<file path="src/hdl/err_pkg.sv">
// shared types and constants of the serial bus error handler
package err_pkg;

    // width of one bus data byte
    localparam int DATA_W = 8;

    // reset contents of the bus data register
    localparam logic [DATA_W-1:0] DATA_REG_RESET = 8'h00;

    // reset level of every flag and pulse
    localparam logic FLAG_RESET = 1'b0;

    // link states of this unit
    typedef enum logic [1:0] {
        ST_WAIT_START,
        ST_RECEIVE,
        ST_TRANSMIT
    } link_state_t;

    // per-cycle view of the frame engine
    typedef struct packed {
        logic start_bit;           // start bit seen, frame begins
        logic tx_mode;             // this unit transmits the frame
        logic broadcast;           // frame is a broadcast frame
        logic data_field;          // current byte lies in the data field
        logic rx_done;             // a byte and its parity have arrived
        logic rx_parity_ok;        // received parity agrees with the bits
        logic tx_due;              // the next byte must be sent now
        logic [DATA_W-1:0] rx_byte; // received byte
    } link_evt_t;

    // accesses to the bus data register by cpu or dma
    typedef struct packed {
        logic reg_read;            // read strobe of the data register
        logic reg_write;           // write strobe of the data register
        logic [DATA_W-1:0] wdata;  // byte written
    } cpu_acc_t;

    // actions requested from the frame engine
    typedef struct packed {
        logic comm_error_interrupt; // communication error interrupt
        logic nack;                 // answer the byte with a negative ack
        logic abort;                // stop and wait for a start bit
        logic tx_load;              // byte taken for transmission
    } resp_t;

    // sticky error flags
    typedef struct packed {
        logic overrun;
        logic underrun;
        logic parity;
    } err_flags_t;

endpackage

</file>
<file path="src/hdl/sticky_flag.sv">
// sticky status flag where a set beats a simultaneous clear
module sticky_flag
    import err_pkg::*;
(
    input wire logic sys_clk,
    input wire logic resetn,
    input wire logic clk_en,
    input wire logic set,
    input wire logic clr,
    output logic flag_q
);

    logic flag_d; // next flag level

    // set has priority so an event in the clearing cycle is kept
    always_comb begin
        flag_d = flag_q;
        if (set) begin
            flag_d = 1'b1;
        end else if (clr) begin
            flag_d = 1'b0;
        end
    end

    // register, frozen while the clock enable is low
    always_ff @(posedge sys_clk) begin
        if (!resetn) begin
            flag_q <= FLAG_RESET;
        end else if (clk_en) begin
            flag_q <= flag_d;
        end
    end

endmodule

</file>
<file path="src/hdl/bus_err_handler.sv">
// error detection and recovery of the serial bus data path
// Operation
// - overrun when unread byte meets next data byte
// - broadcast data overrun: stop, interrupt, await start
// - refuse data until overrun cleared by read
// - individual data overrun: nack, no interrupt
// - underrun: stop, interrupt, await start bit
// - parity outside data field: stop, interrupt
// - individual data parity: nack, keep receiving
module bus_err_handler
    import err_pkg::*;
(
    input wire logic sys_clk,
    input wire logic resetn,
    input wire logic clk_en,
    input wire link_evt_t link,
    input wire cpu_acc_t cpu,
    output resp_t resp_q,
    output err_flags_t flags_q,
    output logic [DATA_W-1:0] bus_data_register,
    output logic reg_full,
    output link_state_t state
);

    link_state_t state_q; // link state register
    link_state_t state_d; // its next value
    logic [DATA_W-1:0] data_q; // bus data register contents
    logic [DATA_W-1:0] data_d;
    logic full_q; // rx: unread byte held, tx: byte ready to send
    logic full_d;
    resp_t resp_d; // next action pulses
    logic set_ovr; // overrun seen this cycle
    logic set_udr; // underrun seen this cycle
    logic set_par; // parity error seen this cycle
    logic rx_ev; // byte arrival while receiving
    logic tx_ev; // byte due while transmitting

    assign rx_ev = (state_q == ST_RECEIVE) && link.rx_done;
    assign tx_ev = (state_q == ST_TRANSMIT) && link.tx_due;

    // next state, data register and actions for each byte event
    always_comb begin
        state_d = state_q;
        data_d = data_q;
        full_d = full_q;
        resp_d = '0;
        set_ovr = 1'b0;
        set_udr = 1'b0;
        set_par = 1'b0;
        // cpu side: a read empties the register except in transmit, a write fills it except in receive
        if (cpu.reg_read && state_q != ST_TRANSMIT) begin
            full_d = 1'b0;
        end
        if (cpu.reg_write && state_q != ST_RECEIVE) begin
            data_d = cpu.wdata;
            full_d = 1'b1;
        end
        case (state_q)
            ST_WAIT_START: begin
                // a new frame starts in the direction the engine says
                if (link.start_bit) begin
                    state_d = link.tx_mode ? ST_TRANSMIT : ST_RECEIVE;
                end
            end
            ST_RECEIVE: begin
                if (rx_ev && !link.rx_parity_ok) begin
                    set_par = 1'b1;
                    if (!link.data_field) begin
                        // header bytes cannot be repeated: give up
                        resp_d.comm_error_interrupt = 1'b1;
                        resp_d.abort = 1'b1;
                        state_d = ST_WAIT_START;
                    end else if (link.broadcast) begin
                        // nobody repeats a broadcast byte
                        resp_d.comm_error_interrupt = 1'b1;
                        resp_d.abort = 1'b1;
                        state_d = ST_WAIT_START;
                    end else begin
                        // sender retransmits, byte is dropped here
                        resp_d.nack = 1'b1;
                    end
                end else if (rx_ev && link.data_field
                             && (full_q || flags_q.overrun)) begin
                    // unread byte or uncleared overrun: refuse byte
                    set_ovr = 1'b1;
                    if (link.broadcast) begin
                        resp_d.comm_error_interrupt = 1'b1;
                        resp_d.abort = 1'b1;
                        state_d = ST_WAIT_START;
                    end else begin
                        resp_d.nack = 1'b1;
                    end
                end else if (rx_ev && link.data_field) begin
                    // good data byte goes to the register
                    data_d = link.rx_byte;
                    full_d = 1'b1;
                end
            end
            ST_TRANSMIT: begin
                if (tx_ev && link.data_field && !full_q) begin
                    // register not refilled in time
                    set_udr = 1'b1;
                    resp_d.comm_error_interrupt = 1'b1;
                    resp_d.abort = 1'b1;
                    state_d = ST_WAIT_START;
                end else if (tx_ev && link.data_field) begin
                    // the engine takes the byte; a write in this
                    // same cycle refills it
                    resp_d.tx_load = 1'b1;
                    full_d = cpu.reg_write;
                end
            end
            default: begin
                state_d = ST_WAIT_START;
            end
        endcase
    end

    // register all state; clk_en low freezes everything
    always_ff @(posedge sys_clk) begin
        if (!resetn) begin
            state_q <= ST_WAIT_START;
            data_q <= DATA_REG_RESET;
            full_q <= FLAG_RESET;
            resp_q <= '0;
        end else if (clk_en) begin
            state_q <= state_d;
            data_q <= data_d;
            full_q <= full_d;
            resp_q <= resp_d;
        end
    end

    // overrun stays until software reads the data register
    sticky_flag u_ovr (
        .sys_clk(sys_clk),
        .resetn(resetn),
        .clk_en(clk_en),
        .set(set_ovr),
        .clr(cpu.reg_read),
        .flag_q(flags_q.overrun)
    );

    // underrun stays until the next frame begins
    sticky_flag u_udr (
        .sys_clk(sys_clk),
        .resetn(resetn),
        .clk_en(clk_en),
        .set(set_udr),
        .clr(link.start_bit),
        .flag_q(flags_q.underrun)
    );

    // parity error stays until the next frame begins
    sticky_flag u_par (
        .sys_clk(sys_clk),
        .resetn(resetn),
        .clk_en(clk_en),
        .set(set_par),
        .clr(link.start_bit),
        .flag_q(flags_q.parity)
    );

    assign bus_data_register = data_q;
    assign reg_full = full_q;
    assign state = state_q;

    // a full register meeting a new data byte is an overrun
    overrun_seen_a: assert property (@(posedge sys_clk)
        disable iff (!resetn)
        clk_en && rx_ev && link.rx_parity_ok && link.data_field
        && full_q |=> flags_q.overrun)
        else $error("overrun not flagged");

    // broadcast overrun ends reception with an interrupt
    bc_ovr_stop_a: assert property (@(posedge sys_clk)
        disable iff (!resetn)
        clk_en && set_ovr && link.broadcast
        |=> resp_q.comm_error_interrupt && resp_q.abort
        && state_q == ST_WAIT_START)
        else $error("broadcast overrun did not stop");

    // refused bytes never reach the register
    ovr_refuse_a: assert property (@(posedge sys_clk)
        disable iff (!resetn)
        clk_en && rx_ev && flags_q.overrun && !cpu.reg_read
        |=> $stable(data_q))
        else $error("byte stored during overrun");

    // individual overrun answers nack and keeps quiet
    ind_ovr_nack_a: assert property (@(posedge sys_clk)
        disable iff (!resetn)
        clk_en && set_ovr && !link.broadcast
        |=> resp_q.nack && !resp_q.comm_error_interrupt
        && state_q == ST_RECEIVE)
        else $error("individual overrun handled wrongly");

    // underrun stops transmission with an interrupt
    udr_stop_a: assert property (@(posedge sys_clk)
        disable iff (!resetn)
        clk_en && tx_ev && link.data_field && !full_q
        |=> flags_q.underrun && resp_q.comm_error_interrupt
        && state_q == ST_WAIT_START)
        else $error("underrun not handled");

    // header parity error aborts
    hdr_par_a: assert property (@(posedge sys_clk)
        disable iff (!resetn)
        clk_en && rx_ev && !link.rx_parity_ok && !link.data_field
        |=> resp_q.abort ##0 resp_q.comm_error_interrupt)
        else $error("header parity not aborted");

    // broadcast data parity error aborts
    bc_par_a: assert property (@(posedge sys_clk)
        disable iff (!resetn)
        clk_en && rx_ev && !link.rx_parity_ok && link.data_field
        && link.broadcast |=> resp_q.abort && flags_q.parity)
        else $error("broadcast parity not aborted");

    // individual data parity error keeps receiving
    ind_par_a: assert property (@(posedge sys_clk)
        disable iff (!resetn)
        clk_en && rx_ev && !link.rx_parity_ok && link.data_field
        && !link.broadcast |=> resp_q.nack && !resp_q.abort
        && state_q == ST_RECEIVE)
        else $error("individual parity handled wrongly");

    // header bytes leave clear overrun and underrun flags clear
    field_only_a: assert property (@(posedge sys_clk)
        disable iff (!resetn)
        clk_en && (rx_ev || tx_ev) && !link.data_field
        && !flags_q.overrun && !flags_q.underrun
        |=> !flags_q.overrun && !flags_q.underrun)
        else $error("data-field error outside data field");

    // main scenarios
    cov_ind_ovr: cover property (@(posedge sys_clk)
        disable iff (!resetn) clk_en && set_ovr && !link.broadcast);
    cov_udr: cover property (@(posedge sys_clk)
        disable iff (!resetn) clk_en && set_udr);
    cov_par_nack: cover property (@(posedge sys_clk)
        disable iff (!resetn) clk_en && set_par && link.data_field
        && !link.broadcast);

endmodule

</file>
<file path="config.mk">
export PLATFORM = sky130hd
export DESIGN_NAME = bus_err_handler
export DESIGN_NICKNAME = d
export VERILOG_FILES = /design/src/hdl/err_pkg.sv /design/src/hdl/sticky_flag.sv /design/src/hdl/bus_err_handler.sv
export SDC_FILE = /design/constraint.sdc
export NUM_CORES = 1
export LEC_CHECK = 0
export ABC_AREA = 1
export BUFFER_PORTS_ARGS = -buffer_cell sky130_fd_sc_hd__clkbuf_2
export CAP_MARGIN = 5
export CORE_MARGIN = 2
export CORE_UTILIZATION = 44
export CTS_CLUSTER_SIZE = 20
export DETAILED_ROUTE_END_ITERATION = 8
export GPL_TIMING_DRIVEN = 0
export PLACE_DENSITY = 0.78
export SLEW_MARGIN = 40
export SYNTH_ARGS = -nofsm -noshare
export SYNTH_HDL_FRONTEND = slang
export SYNTH_HIERARCHICAL = 1
export SYNTH_SLANG_ARGS = --single-unit
</file>
<file path="constraint.sdc">
create_clock -name sys_clk -period 1.5 [get_ports sys_clk]
set_input_delay 0.075 -clock sys_clk [delete_from_list [all_inputs] [get_ports sys_clk]]
set_output_delay 0.075 -clock sys_clk [all_outputs]
set_load 0.01 [all_outputs]
</file>
* Word level (Yosys, flattened, before mapping)
Cells that the tools add are included.
** Word-level totals
- Bits in registers :: 18
- Input bits :: 28
- Output and inout bits :: 18
** Cells by class
- Equality and inequality tests :: 7
- Mux-type cells :: 45
- Reduce and logical (&&, ||, !) cells :: 20
** Operator list (count)
- $mux 8 :: 5
- $mux 1 :: 27
- $mux 2 :: 7
- $logic_and 1x1->1 :: 9
- $mux 3 :: 2
- $pmux 1 s2 :: 3
- $pmux 2 s3 :: 1
- $reduce_and 2->1 :: 3
- $reduce_bool 2->1 :: 3
- $ne 2x1->1 const B :: 2
- $ne 2x2->1 const B :: 2
- $reduce_and 4->1 :: 1
- $ne 3x1->1 const B :: 1
- $eq 2x1->1 const B :: 1
- $eq 2x2->1 const B :: 1
- $logic_not 1->1 :: 2
- $logic_not 2->1 :: 1
- $logic_or 1x1->1 :: 1

* Depth between registers and ports, before layout
Gate-level depths: netlist of the first run.
- Depth in word-level cells :: 9
- Gate-level depth with buffers :: 11

* Hierarchy
Netlist of the first run, hierarchy kept.
** By module, submodules not included
- bus_err_handler :: times used 1, cells each 194, area each 1129.8 um2, seq. area each 280.3 um2
- sticky_flag :: times used 3, cells each 6, area each 43.8 um2, seq. area each 20.0 um2

* Worst setup path after synthesis of the first run
Ideal clock, no wire load.
- Kind :: register to register
- From :: register state_q[1] (netlist: state[1])
- To :: register data_q[0] (netlist: bus_data_register[0])
- Setup time :: 70 ps
- Data arrival time :: 1409 ps
- Data required time :: 1430 ps
- Path slack :: 21 ps
- Stages on the path, launching flop included :: 11
- Path buffers :: 1
- Clock period less this slack :: 1479 ps
- Path through :: dfxtp_1 inv_1 ha_1 buf_4 nor2_2 nand2_1 nand2_1 inv_1 nand2_1 nand3_1 a21oi_1
** Between the ends
- Cells in the longest elaborated chain, start to end :: 7
- Elaborated cells on any way between the ends :: 12
** Ends and longest elaborated chain
- from (decl) :: RTL line bus_err_handler.sv:25 : link_state_t state_q;
- from (signal assigned) :: RTL line bus_err_handler.sv:127 : state_q <= state_d;
- $ne 2x1->1 / $eq 2x1->1 (equally long branches) :: RTL line bus_err_handler.sv:54, bus_err_handler.sv:38, bus_err_handler.sv:58
- $logic_and 1x1->1, on equally long branches :: RTL line bus_err_handler.sv:54, bus_err_handler.sv:38
- $mux 8 / $logic_and 1x1->1 (equally long branches) :: RTL line bus_err_handler.sv:54, bus_err_handler.sv:82, bus_err_handler.sv:93
- $mux 8 / $logic_and 1x1->1 (equally long branches) :: RTL line bus_err_handler.sv:93, bus_err_handler.sv:83
- $mux 8 :: RTL line bus_err_handler.sv:82 : end else if (rx_ev && link.data_field
- $mux 8 :: RTL line bus_err_handler.sv:66 : if (rx_ev && !link.rx_parity_ok) begin
- $mux 8 (*) :: RTL line bus_err_handler.sv:58 : case (state_q)
- to (signal assigned) :: RTL line bus_err_handler.sv:128 : data_q <= data_d;
- to (decl) :: RTL line bus_err_handler.sv:27 : logic [DATA_W-1:0] data_q;
Mark *: on every way between the ends. The rest lies on a longest branch, timed or not.
A chain may end at the register's enable or synchronous reset.

* Final worst setup path of the first run
- From :: register state_q[1] (netlist: state[1])
- To :: register data_q[5] (netlist: bus_data_register[5])
Same word-level chain as after synthesis.

==> results of run 1 <==
[power breakdown]
| part | switching (mW) | internal [mW] | total (mW) |
|---|---|---|---|
| Combinational | 0.200 | 0.135 | 0.335 |
| Clock | 0.149 | 0.104 | 0.253 |
| Sequential | 0.0185 | 0.471 | 0.490 |
| Total | 0.368 | 0.710 | 1.08 |
[per-layer routing]
layer | vias up | GRT usage [%]
li1 | 773 | -
met5 | - | 0
met3 | 2 | 5.22
met1 | 662 | 24.6
met2 | 40 | 34.4
met4 | 0 | 4.98
[kinds of logic after synthesis]
group                      Yosys count  share of synthesized area, %
adders and majority gates            3                          2.98
buffers and inverters               44                          15.2
DFF                                 17                          27.0
and+or+nand+nor                    124                          44.4
AOI/OAI and AO/OA                   24                          10.4
[stage by stage]
| step | power [mW] | hold WS [ps] | TNS [ps] | worst slack (ps) |
|---|---|---|---|---|
| final | 1.08 | 67.0 | 0 | 59.2 |
| after global routing | 1.15 | 73.0 | -63.0 | -23.9 |
| after CTS | 1.05 | 55.7 | 0 | 21.2 |
| after detailed placement | 0.784 | 370 | -1710 | -212 |
| after global placement | 0.780 | 377 | -1460 | -173 |
| after floorplan | 0.678 | 173 | 0 | 20.9 |
[cell type report]
cell class | count | area [µm²]
Buffer | 7 | 60.1
Clock buffer | 4 | 26.3
Fill cell | 255 | 1010
Inverter | 37 | 141
Multi-Input combinational cell | 152 | 833
Sequential cell | 17 | 348
Tap cell | 31 | 38.8
Timing Repair Buffer | 51 | 278
[worst reg2reg max path, delay by kind of cell, from the launching register on]
| family | cells | cell delay (ps) |
|---|---|---|
| compound gates | 1 | 60 |
| fa+ha+maj | 1 | 120 |
| buf+inv | 2 | 190 |
| flops | 1 | 360 |
| simple gates | 6 | 580 |
[cells in the final DEF (no fill, tap or decap), drive strengths merged]
cell / count
nand2: 85
clkbuf: 51
inv: 37
nand3: 20
a21oi: 18
dfxtp: 17
nor2: 12
buf: 11
nand4: 8
o21ai: 6
ha: 3
[state kept, by name (all words and copies together), names as in the netlist]
| register | cells |
|---|---|
| u_ovr/flag_q | 1 |
| bus_data_register | 8 |
| u_udr/flag_q | 1 |
| u_par/flag_q | 1 |
| state | 2 |
| reg_full | 1 |
| resp_q | 3 |
[worst max path at each step]
stage / from / to / slack, ps / cells past startpoint
2_1_floorplan: state[1] / bus_data_register[0] / 20 / 10
3_3_place_gp: state[1] / bus_data_register[6] / -170 / 10
3_5_place_dp: state[1] / bus_data_register[7] / -210 / 10
4_1_cts: state[1] / state[0] / 20 / 10
5_1_grt: state[0] / state[1] / -20 / 7
6_report: state[1] / bus_data_register[5] / 60 / 10
[timing repair]
| action | CTS | global route |
|---|---|---|
| gates resized for setup | 6 | 27 |
| pin swaps | 2 | 9 |
| cloned | 1 | 0 |
| buffers inserted | 5 | 1 |
| endpoints found under the setup margin | 14 | 13 |
==> reports/metrics.csv, run 1 <==
stage,metric,value,unit
global_routing,vias in the first global route,1259,
sta,fin. max-slew vios,0,
logic_synthesis,Area contributors post-synth,"dfxtp_1 (27%), nand2_1 (24%), inv_1 (11%)",
sta,RSZ-0062 raised after global routing,yes,
setup_path,crit-path max FO,7,
detailed_routing,wire length on met1,1540,µm
logic_synthesis,dominant synthesized flop cell,dfxtp_1,
sta,crit path time final,1440,ps
sta,Max Freq,694,MHz
worst_hold_path,Hold Path Origin,cpu[9],
die,die area,0.00331,mm²
logic_synthesis,Post-Synthesis Net Count,243,
logic_synthesis,fraction of registers with async set/reset,0,%
setup_path,"most used cell, CP",nand2_1,
detailed_routing,Vias per Instance,4.94,
finish,Final nets,300,
setup_path,CP top delay family,simple AND/OR/NAND/NOR gates,
clocking,Clock transition at path regs,90,ps
clocking,deepest clock path buffer count,2,
global_routing,initial antenna violation count,0,
worst_hold_path,Hold Path Sink,u_ovr/flag_q,
detailed_routing,DRC Markers,0,
setup_path,Critical Path AT,1600,ps
detailed_routing,met2 WL,1630,µm
detailed_routing,drt total wl,3400,µm
placed_design,Buffers on Ports,45,
detailed_routing,met3 WL post-DR,212,µm
detailed_routing,initial drt markers,60,
die,# IOs,46,
clocking,CTS Buf Count,3,
sta,Worst slew margin,60.8,%
logic_synthesis,Ys Warns,6,
setup_path,Worst Path Required,1660,ps
setup_path,"Critical Path, Cell by Cell",inv_4 > ha_4 > buf_8 > nand2_8 > nor2_8 > nand3_4 > nand2_2 > nand2_1 > nand2_1 > a21oi_1,
finish,share of cells above drive strength 1,33.6,%
clocking,H-tree depth,1,
logic_synthesis,Mapped Area,0.00126,mm²
setup_path,CP startpoint kind,register,
finish,Final Util,63.1,%
setup_path,"slowest stage delay, CP",360,ps
logic_synthesis,syn avg cell area,5.95,µm²
clocking,TritonCTS clock tree,yes,
setup_path,start of the worst register-to-register path,state[1],
power,Leakage,0.935,nW
global_routing,largest net degree at the start of global routing,12,
placed_design,dpl cells,288,
worst_hold_path,Hold Path Class,in -> reg,
detailed_routing,Pre-Repair DR Iteration Count,4,
logic_synthesis,Cells after Synth,212,
die,num rows,19,
detailed_routing,Routed Antenna Nets,0,
placed_design,Placer Congestion,0.872,
global_routing,first-pass GRT wire length,5270,µm
detailed_routing,Routed WL per cell,11.4,µm
outcome,outcome,completed,
finish,area delta synth->final,36.8,%
logic_synthesis,Synth top cells by count,"nand2_1 (82), inv_1 (36), nand3_1 (18)",
power,VDD IR max,0.438,mV
power,pwr dens,625,mW/mm²
sta,Setup-failing EPs final,0,
detailed_routing,DR top layer,met4,
logic_synthesis,"area leader, netlist",dfxtp_1,
setup_path,CP endpoint kind,register,
die,Core ar.,0.00273,mm²
setup_path,Worst Reg-to-Reg Cells,10,
logic_synthesis,most common cell in the netlist,nand2_1,
setup_path,CP Buf/Inv Count,2,
clocking,Worst-Skew Late Latency,300,ps
die,Die Y,57.5,µm
logic_synthesis,post-synth top area share,27.0,%
clocking,clock root cell,clkbuf_4,
sta,"Hold Violations, Final",0,
finish,fin cells,299,
sta,final worst-path cycle share,96.1,%
die,die width,57.5,µm
sta,Worst Skew,10.6,ps
placed_design,Placed Area,0.00153,mm²
logic_synthesis,count of state elements after synthesis,17,
setup_path,FF-to-FF setup slack,60,ps
sta,Worst-Margin Slew,588,ps
logic_synthesis,Netlist cell types,21,
global_routing,total gr overflow,0,
placed_design,DP Wirelength,2310,µm
detailed_routing,vias,1477,
finish,Antenna diodes,0,
setup_path,Slowest cell on crit path,dfxtp_4,
die,Initial Utilization,46.1,%
clocking,hold buffer count at cts,0,
finish,Finished Cell Area,0.00173,mm²
clocking,clk sink count,17,
global_routing,Tot GR Track Use,20.0,%
setup_path,worst r2r dst,bus_data_register[5],
setup_path,crit path kind,reg -> reg,
worst_hold_path,Hold Crit Depth,4,
logic_synthesis,Post-synth EDFFs,0,
job,max-cap violations,0,
logic_synthesis,sequential-to-total area share from yosys stat,27.0,%
Note: power is estimated with default switching activity, not from simulation.
==> inputs of run 2 (changes only) <==
Settings changed: SETUP_SLACK_MARGIN set to 0.15.
==> reports/metrics.csv, run 2 (synthesis results as in run 1) <==
stage,metric,value,unit,change
outcome,outcome,completed,,
power,Comb power frac,30.7,%,-0.4 points
finish,area used by multi-input combinational logic,821,µm²,-1.5%
global_routing,first-pass GRT wire length,5570,µm,+5.6%
detailed_routing,vias,1448,,-2.0%
detailed_routing,Routed Antenna Nets,0,,unchanged
clocking,clk sink count,17,,unchanged
detailed_routing,Vias per Instance,4.86,,-1.6%
power,internal power,0.704,mW,-0.91%
finish,Antenna diodes,0,,unchanged
detailed_routing,Routed WL per cell,11.2,µm,-1.4%
setup_path,worst r2r dst,state[0],,
worst_hold_path,Hold Crit Depth,4,,unchanged
power,sw frac,34.5,%,+0.40 points
setup_path,"Critical Path, Cell by Cell",inv_4 > ha_4 > buf_8 > nand2_8 > nor2_8 > nand2_4 > nand2_2 > nand3_2 > nand2_1 > a21oi_1,,
die,# IOs,46,,unchanged
placed_design,dpl ws,-21.1,ps,+191 ps
finish,Filler Cells Inserted,274,,+7.5%
power,Tot Pwr,1.07,mW,-0.30%
clocking,TritonCTS clock tree,yes,,
finish,fin cells,298,,-0.33%
die,Die Y,57.5,µm,unchanged
clocking,Clock transition at path regs,110,ps,+20 ps
job,max-cap violations,0,,unchanged
clocking,CTS Buf Count,3,,unchanged
setup_path,Slowest cell on crit path,dfxtp_4,,
clocking,clock root cell,clkbuf_4,,
finish,area delta synth->final,35.0,%,
clocking,Worst-Skew Late Latency,290,ps,about the same
sta,Worst slew margin,65.7,%,+4.8 points
die,Initial Utilization,46.1,%,unchanged
setup_path,FF-to-FF setup slack,60,ps,about the same
setup_path,CP Buf/Inv Count,2,,unchanged
worst_hold_path,Hold Path Origin,link[14],,
setup_path,Worst Path Required,1670,ps,about the same
setup_path,Worst Reg-to-Reg Cells,10,,unchanged
sta,Max Freq,697,MHz,+0.36%
power,pwr dens,631,mW/mm²,+1.0%
die,num rows,19,,unchanged
finish,Largest register FFs,8,,unchanged
finish,Final nets,299,,-0.33%
global_routing,total gr overflow,0,,unchanged
sta,crit path time final,1440,ps,-5.20 ps
sta,RSZ-0062 raised after global routing,yes,,
detailed_routing,DRC Markers,0,,unchanged
setup_path,Critical Path AT,1610,ps,about the same
worst_hold_path,Hold Path Class,in -> reg,,
die,die area,0.00331,mm²,unchanged
placed_design,Placed Area,0.00157,mm²,+2.7%
sta,Worst-Margin Slew,515,ps,-72.4 ps
placed_design,Buffers on Ports,45,,unchanged
global_routing,vias in the first global route,1345,,+6.8%
placed_design,Placer Congestion,0.848,,-2.8%
setup_path,crit-path max FO,7,,unchanged
setup_path,Worst Setup SP,state[1],,
placed_design,dpl cells,288,,unchanged
power,VDD IR max,0.454,mV,+3.5%
finish,Sequential Area,348,µm²,unchanged
setup_path,CP top delay family,simple AND/OR/NAND/NOR gates,,
finish,Final Util,62.3,%,-0.82 points
detailed_routing,Pre-Repair DR Iteration Count,4,,unchanged
setup_path,crit path kind,reg -> reg,,
setup_path,start of the worst register-to-register path,state[1],,
global_routing,largest net degree at the start of global routing,12,,unchanged
sta,final worst-path cycle share,95.7,%,-0.35 points
power,sequential power share,45.5,%,about the same
sta,Min Hold Slack,68.6,ps,+1.67 ps
setup_path,CP endpoint kind,register,,
global_routing,initial antenna violation count,0,,unchanged
setup_path,"slowest stage delay, CP",370,ps,about the same
sta,Setup-failing EPs final,0,,unchanged
sta,setup TNS,0,ps,unchanged
sta,fin. max-slew vios,0,,unchanged
clocking,deepest clock path buffer count,2,,unchanged
power,Net Switching,0.371,mW,+0.87%
sta,Worst Skew,6.47,ps,-4.11 ps
placed_design,DP Wirelength,2340,µm,+1.4%
setup_path,CP startpoint kind,register,,
sta,"Hold Violations, Final",0,,unchanged
finish,share of cells above drive strength 1,31.8,%,-1.7 points
die,die width,57.5,µm,unchanged
finish,"most common cell after layout, fill and taps aside",nand2_1,,
power,Clock Power Share,23.8,%,+0.4 points
finish,Finished Cell Area,0.00170,mm²,-1.3%
clocking,H-tree depth,1,,unchanged
detailed_routing,initial drt markers,56,,-6.7%
worst_hold_path,Hold Path Sink,u_par/flag_q,,
global_routing,Tot GR Track Use,21.1,%,+1.1 points
sta,setup slack after layout,64.4,ps,+5.20 ps
power,Leakage,0.927,nW,-0.89%
finish,"commonest non-fill, non-tap cells in the layout","nand2_1 (79), clkbuf_2 (45), inv_1 (34)",,
detailed_routing,drt total wl,3340,µm,-1.7%
die,Core ar.,0.00273,mm²,unchanged
[run 2: cell count changes in the layout (fill, tap and decap cells not counted), moves of 3 or more]
cell / before / now
nand2_2: 7 / 3
nand2_1: 75 / 79
nand3_2: 4 / 1
nand3_1: 14 / 17
[run 2: per-layer routing]
layer | vias to the layer above | track usage, % | part of all wire [%]
met5 | - | 0 | 0
met3 | 5 | 2.95 | 6.4
met4 | 0 | 8.31 | 1.0
li1 | 768 | - | -
met1 | 620 | 25.9 | 46
met2 | 55 | 36.9 | 47
[run 2: area by class of cell]
type	instances	share of cell area [%]
clock inverters	1	0.294
flip-flops and latches	17	20.4
repair buffers	50	15.7
multi-input cells	152	48.2
well taps	31	2.28
clock buffers	3	1.32
inverters	37	8.30
plain buffers	7	3.53
[run 2: tightest hold or removal path, cell delays in order]
cell and delay (ps):
clkbuf_2 100, nand2_1 50, nand2_1 70, a21oi_2 50
[run 2: worst max-delay path by stage]
stage          depth (start not counted)                    to  slack (ps)
2_1_floorplan                         10  bus_data_register[5]         130
3_3_place_gp                          10  bus_data_register[5]         -20
3_5_place_dp                          10  bus_data_register[5]         -20
4_1_cts                               10  bus_data_register[5]         100
5_1_grt                               10  bus_data_register[5]         -30
6_report                              10              state[0]          60
[run 2: repair_timing]
item,4_1_cts,5_1_grt
setup buffers,4,1
hold buffers,0,0
resized for setup,10,7
pin swaps,13,7
cloned,1,0
setup endpoints to repair,14,15
[run 2: power groups by stage]
stage          registers (mW)  clock network, mW  logic, mW
2_1_floorplan           0.509                  0      0.180
3_3_place_gp            0.502                  0      0.290
3_5_place_dp            0.503                  0      0.294
4_1_cts                 0.490              0.259      0.320
5_1_grt                 0.493              0.277      0.372
6_report                0.489              0.256      0.330
==> inputs of run 3 (changes only) <==
Settings changed: HOLD_SLACK_MARGIN set to 0.12.
==> reports/metrics.csv, run 3 (synthesis results as in run 1) <==
stage,metric,value,unit,change
setup_path,CP endpoint kind,register,,
clocking,clock root cell,clkbuf_4,,
sta,setup TNS,0,ps,unchanged
setup_path,Critical Path AT,1580,ps,-30 ps
global_routing,total gr overflow,0,,unchanged
global_routing,first-pass GRT wire length,5760,µm,+3.5%
global_routing,vias in the first global route,1393,,+3.6%
die,# IOs,46,,unchanged
global_routing,Tot GR Track Use,21.9,%,+0.84 points
clocking,deepest clock path buffer count,2,,unchanged
setup_path,Worst Path Required,1670,ps,about the same
power,VDD IR max,0.467,mV,+2.9%
finish,"commonest non-fill, non-tap cells in the layout","nand2_1 (78), clkbuf_2 (45), inv_1 (34)",,
sta,fin. max-slew vios,0,,unchanged
clocking,CTS Buf Count,3,,unchanged
clocking,Worst-Skew Late Latency,290,ps,about the same
finish,Final nets,306,,+2.3%
detailed_routing,initial drt markers,40,,-29%
placed_design,Placer Congestion,0.848,,unchanged
clocking,Clock transition at path regs,110,ps,about the same
detailed_routing,Pre-Repair DR Iteration Count,4,,unchanged
worst_hold_path,Hold Path Origin,link[7],,
sta,RSZ-0062 raised after global routing,yes,,
job,max-cap violations,0,,unchanged
clocking,H-tree depth,1,,unchanged
setup_path,crit-path max FO,6,,-1
finish,fin cells,305,,+2.3%
setup_path,Worst Reg-to-Reg Cells,10,,unchanged
die,die area,0.00331,mm²,unchanged
worst_hold_path,Hold Crit Depth,5,,+1
detailed_routing,Routed Antenna Nets,0,,unchanged
finish,"most common cell after layout, fill and taps aside",nand2_1,,
detailed_routing,DRC Markers,0,,unchanged
power,Tot Pwr,1.10,mW,+1.9%
placed_design,Buffers on Ports,45,,unchanged
sta,crit path time final,1410,ps,-24.8 ps
clocking,TritonCTS clock tree,yes,,
sta,Worst-Margin Slew,539,ps,+24.2 ps
sta,final worst-path cycle share,94.1,%,-1.7 points
finish,Filler Cells Inserted,270,,-1.5%
global_routing,initial antenna violation count,0,,unchanged
detailed_routing,drt total wl,3460,µm,+3.4%
power,pwr dens,615,mW/mm²,-2.6%
setup_path,crit path kind,reg -> reg,,
finish,Antenna diodes,0,,unchanged
outcome,outcome,completed,,
setup_path,Worst Setup SP,state[1],,
power,Leakage,0.958,nW,+3.4%
sta,Setup-failing EPs final,0,,unchanged
finish,share of cells above drive strength 1,32.5,%,+0.65 points
clocking,clk sink count,17,,unchanged
die,num rows,19,,unchanged
setup_path,CP startpoint kind,register,,
detailed_routing,Vias per Instance,4.93,,+1.4%
detailed_routing,vias,1503,,+3.8%
global_routing,largest net degree at the start of global routing,12,,unchanged
finish,area delta synth->final,41.3,%,
die,Initial Utilization,46.1,%,unchanged
finish,Largest register FFs,8,,unchanged
die,die width,57.5,µm,unchanged
die,Die Y,57.5,µm,unchanged
placed_design,DP Wirelength,2340,µm,unchanged
placed_design,dpl cells,288,,unchanged
sta,Worst Skew,0.853,ps,-5.62 ps
setup_path,start of the worst register-to-register path,state[1],,
worst_hold_path,Hold Path Class,in -> reg,,
sta,"Hold Violations, Final",0,,unchanged
die,Core ar.,0.00273,mm²,unchanged
detailed_routing,Routed WL per cell,11.3,µm,+1.0%
sta,Max Freq,709,MHz,+1.8%
sta,Worst slew margin,64.0,%,-1.6 points
-- run 3: changes by cell type in the layout (fill, tap and decap cells not counted), sizes merged --
| cell | previous run | this run |
|---|---|---|
| buf | 10 | 11 |
| dlygate4sd3 | 0 | 6 |
-- run 3: timing repair --
item	4_1_cts	5_1_grt
hold endpoints to repair	9	0
pin swaps	13	5
setup buffers	4	2
endpoints found under the setup margin	14	15
hold buffers	6	0
gates cloned	1	0
gates resized for setup	10	11
-- run 3: path summary, 6_finish.rpt --
kind / endpoint / slack, ps
max: state[0] / 90
min: bus_data_register[7] / 150
max reg2reg: state[0] / 90
min reg2reg: u_udr/flag_q / 480
-- run 3: worst max-delay path, stage by stage (launching register included) --
cell and delay (ps):
dfxtp_4 370, inv_4 50, ha_4 120, buf_8 130, nand2_8 70, nor2_8 170
nand2_4 90, nand2_2 70, nand3_2 80, nand2_1 80, a21oi_1 60
-- run 3: stage by stage --
stage               instance area, µm²  worst slack, ps  util, %  hold WS (ps)
floorplan                         1300              131        -           173
global placement                  1570            -25.0     57.3           370
finish                            1780             89.2     65.2           148
CTS                               1730             99.2     63.3           148
global route                      1780            -12.7     65.2           167
detailed placement                1570            -21.1     57.3           373
-- run 3: layout make-up --
class                      count  area [µm²]  area share [%]
inverter                      37         141            7.94
sequential                    17         348            19.5
tap                           31        38.8            2.18
buffer                         7        60.1            3.37
multi-input combinational    152         832            46.7
timing repair buffer          57         334            18.7
clock inverter                 1        5.00           0.281
clock buffer                   3        22.5            1.26
-- run 3: layer usage --
metal	track usage (%)	wire length (µm)	vias to the layer above
met5	0	0	-
met1	26.5	1520	653
met4	8.97	78	0
met3	2.95	208	9
met2	38.8	1650	57
li1	-	-	784
-- run 3: power breakdown --
part	internal, mW	total [mW]	leakage, nW	switching (mW)
clock network	0.0992	0.259	0.0177	0.159
logic	0.146	0.347	0.800	0.202
registers	0.472	0.490	0.140	0.0180
total	0.717	1.10	0.958	0.379
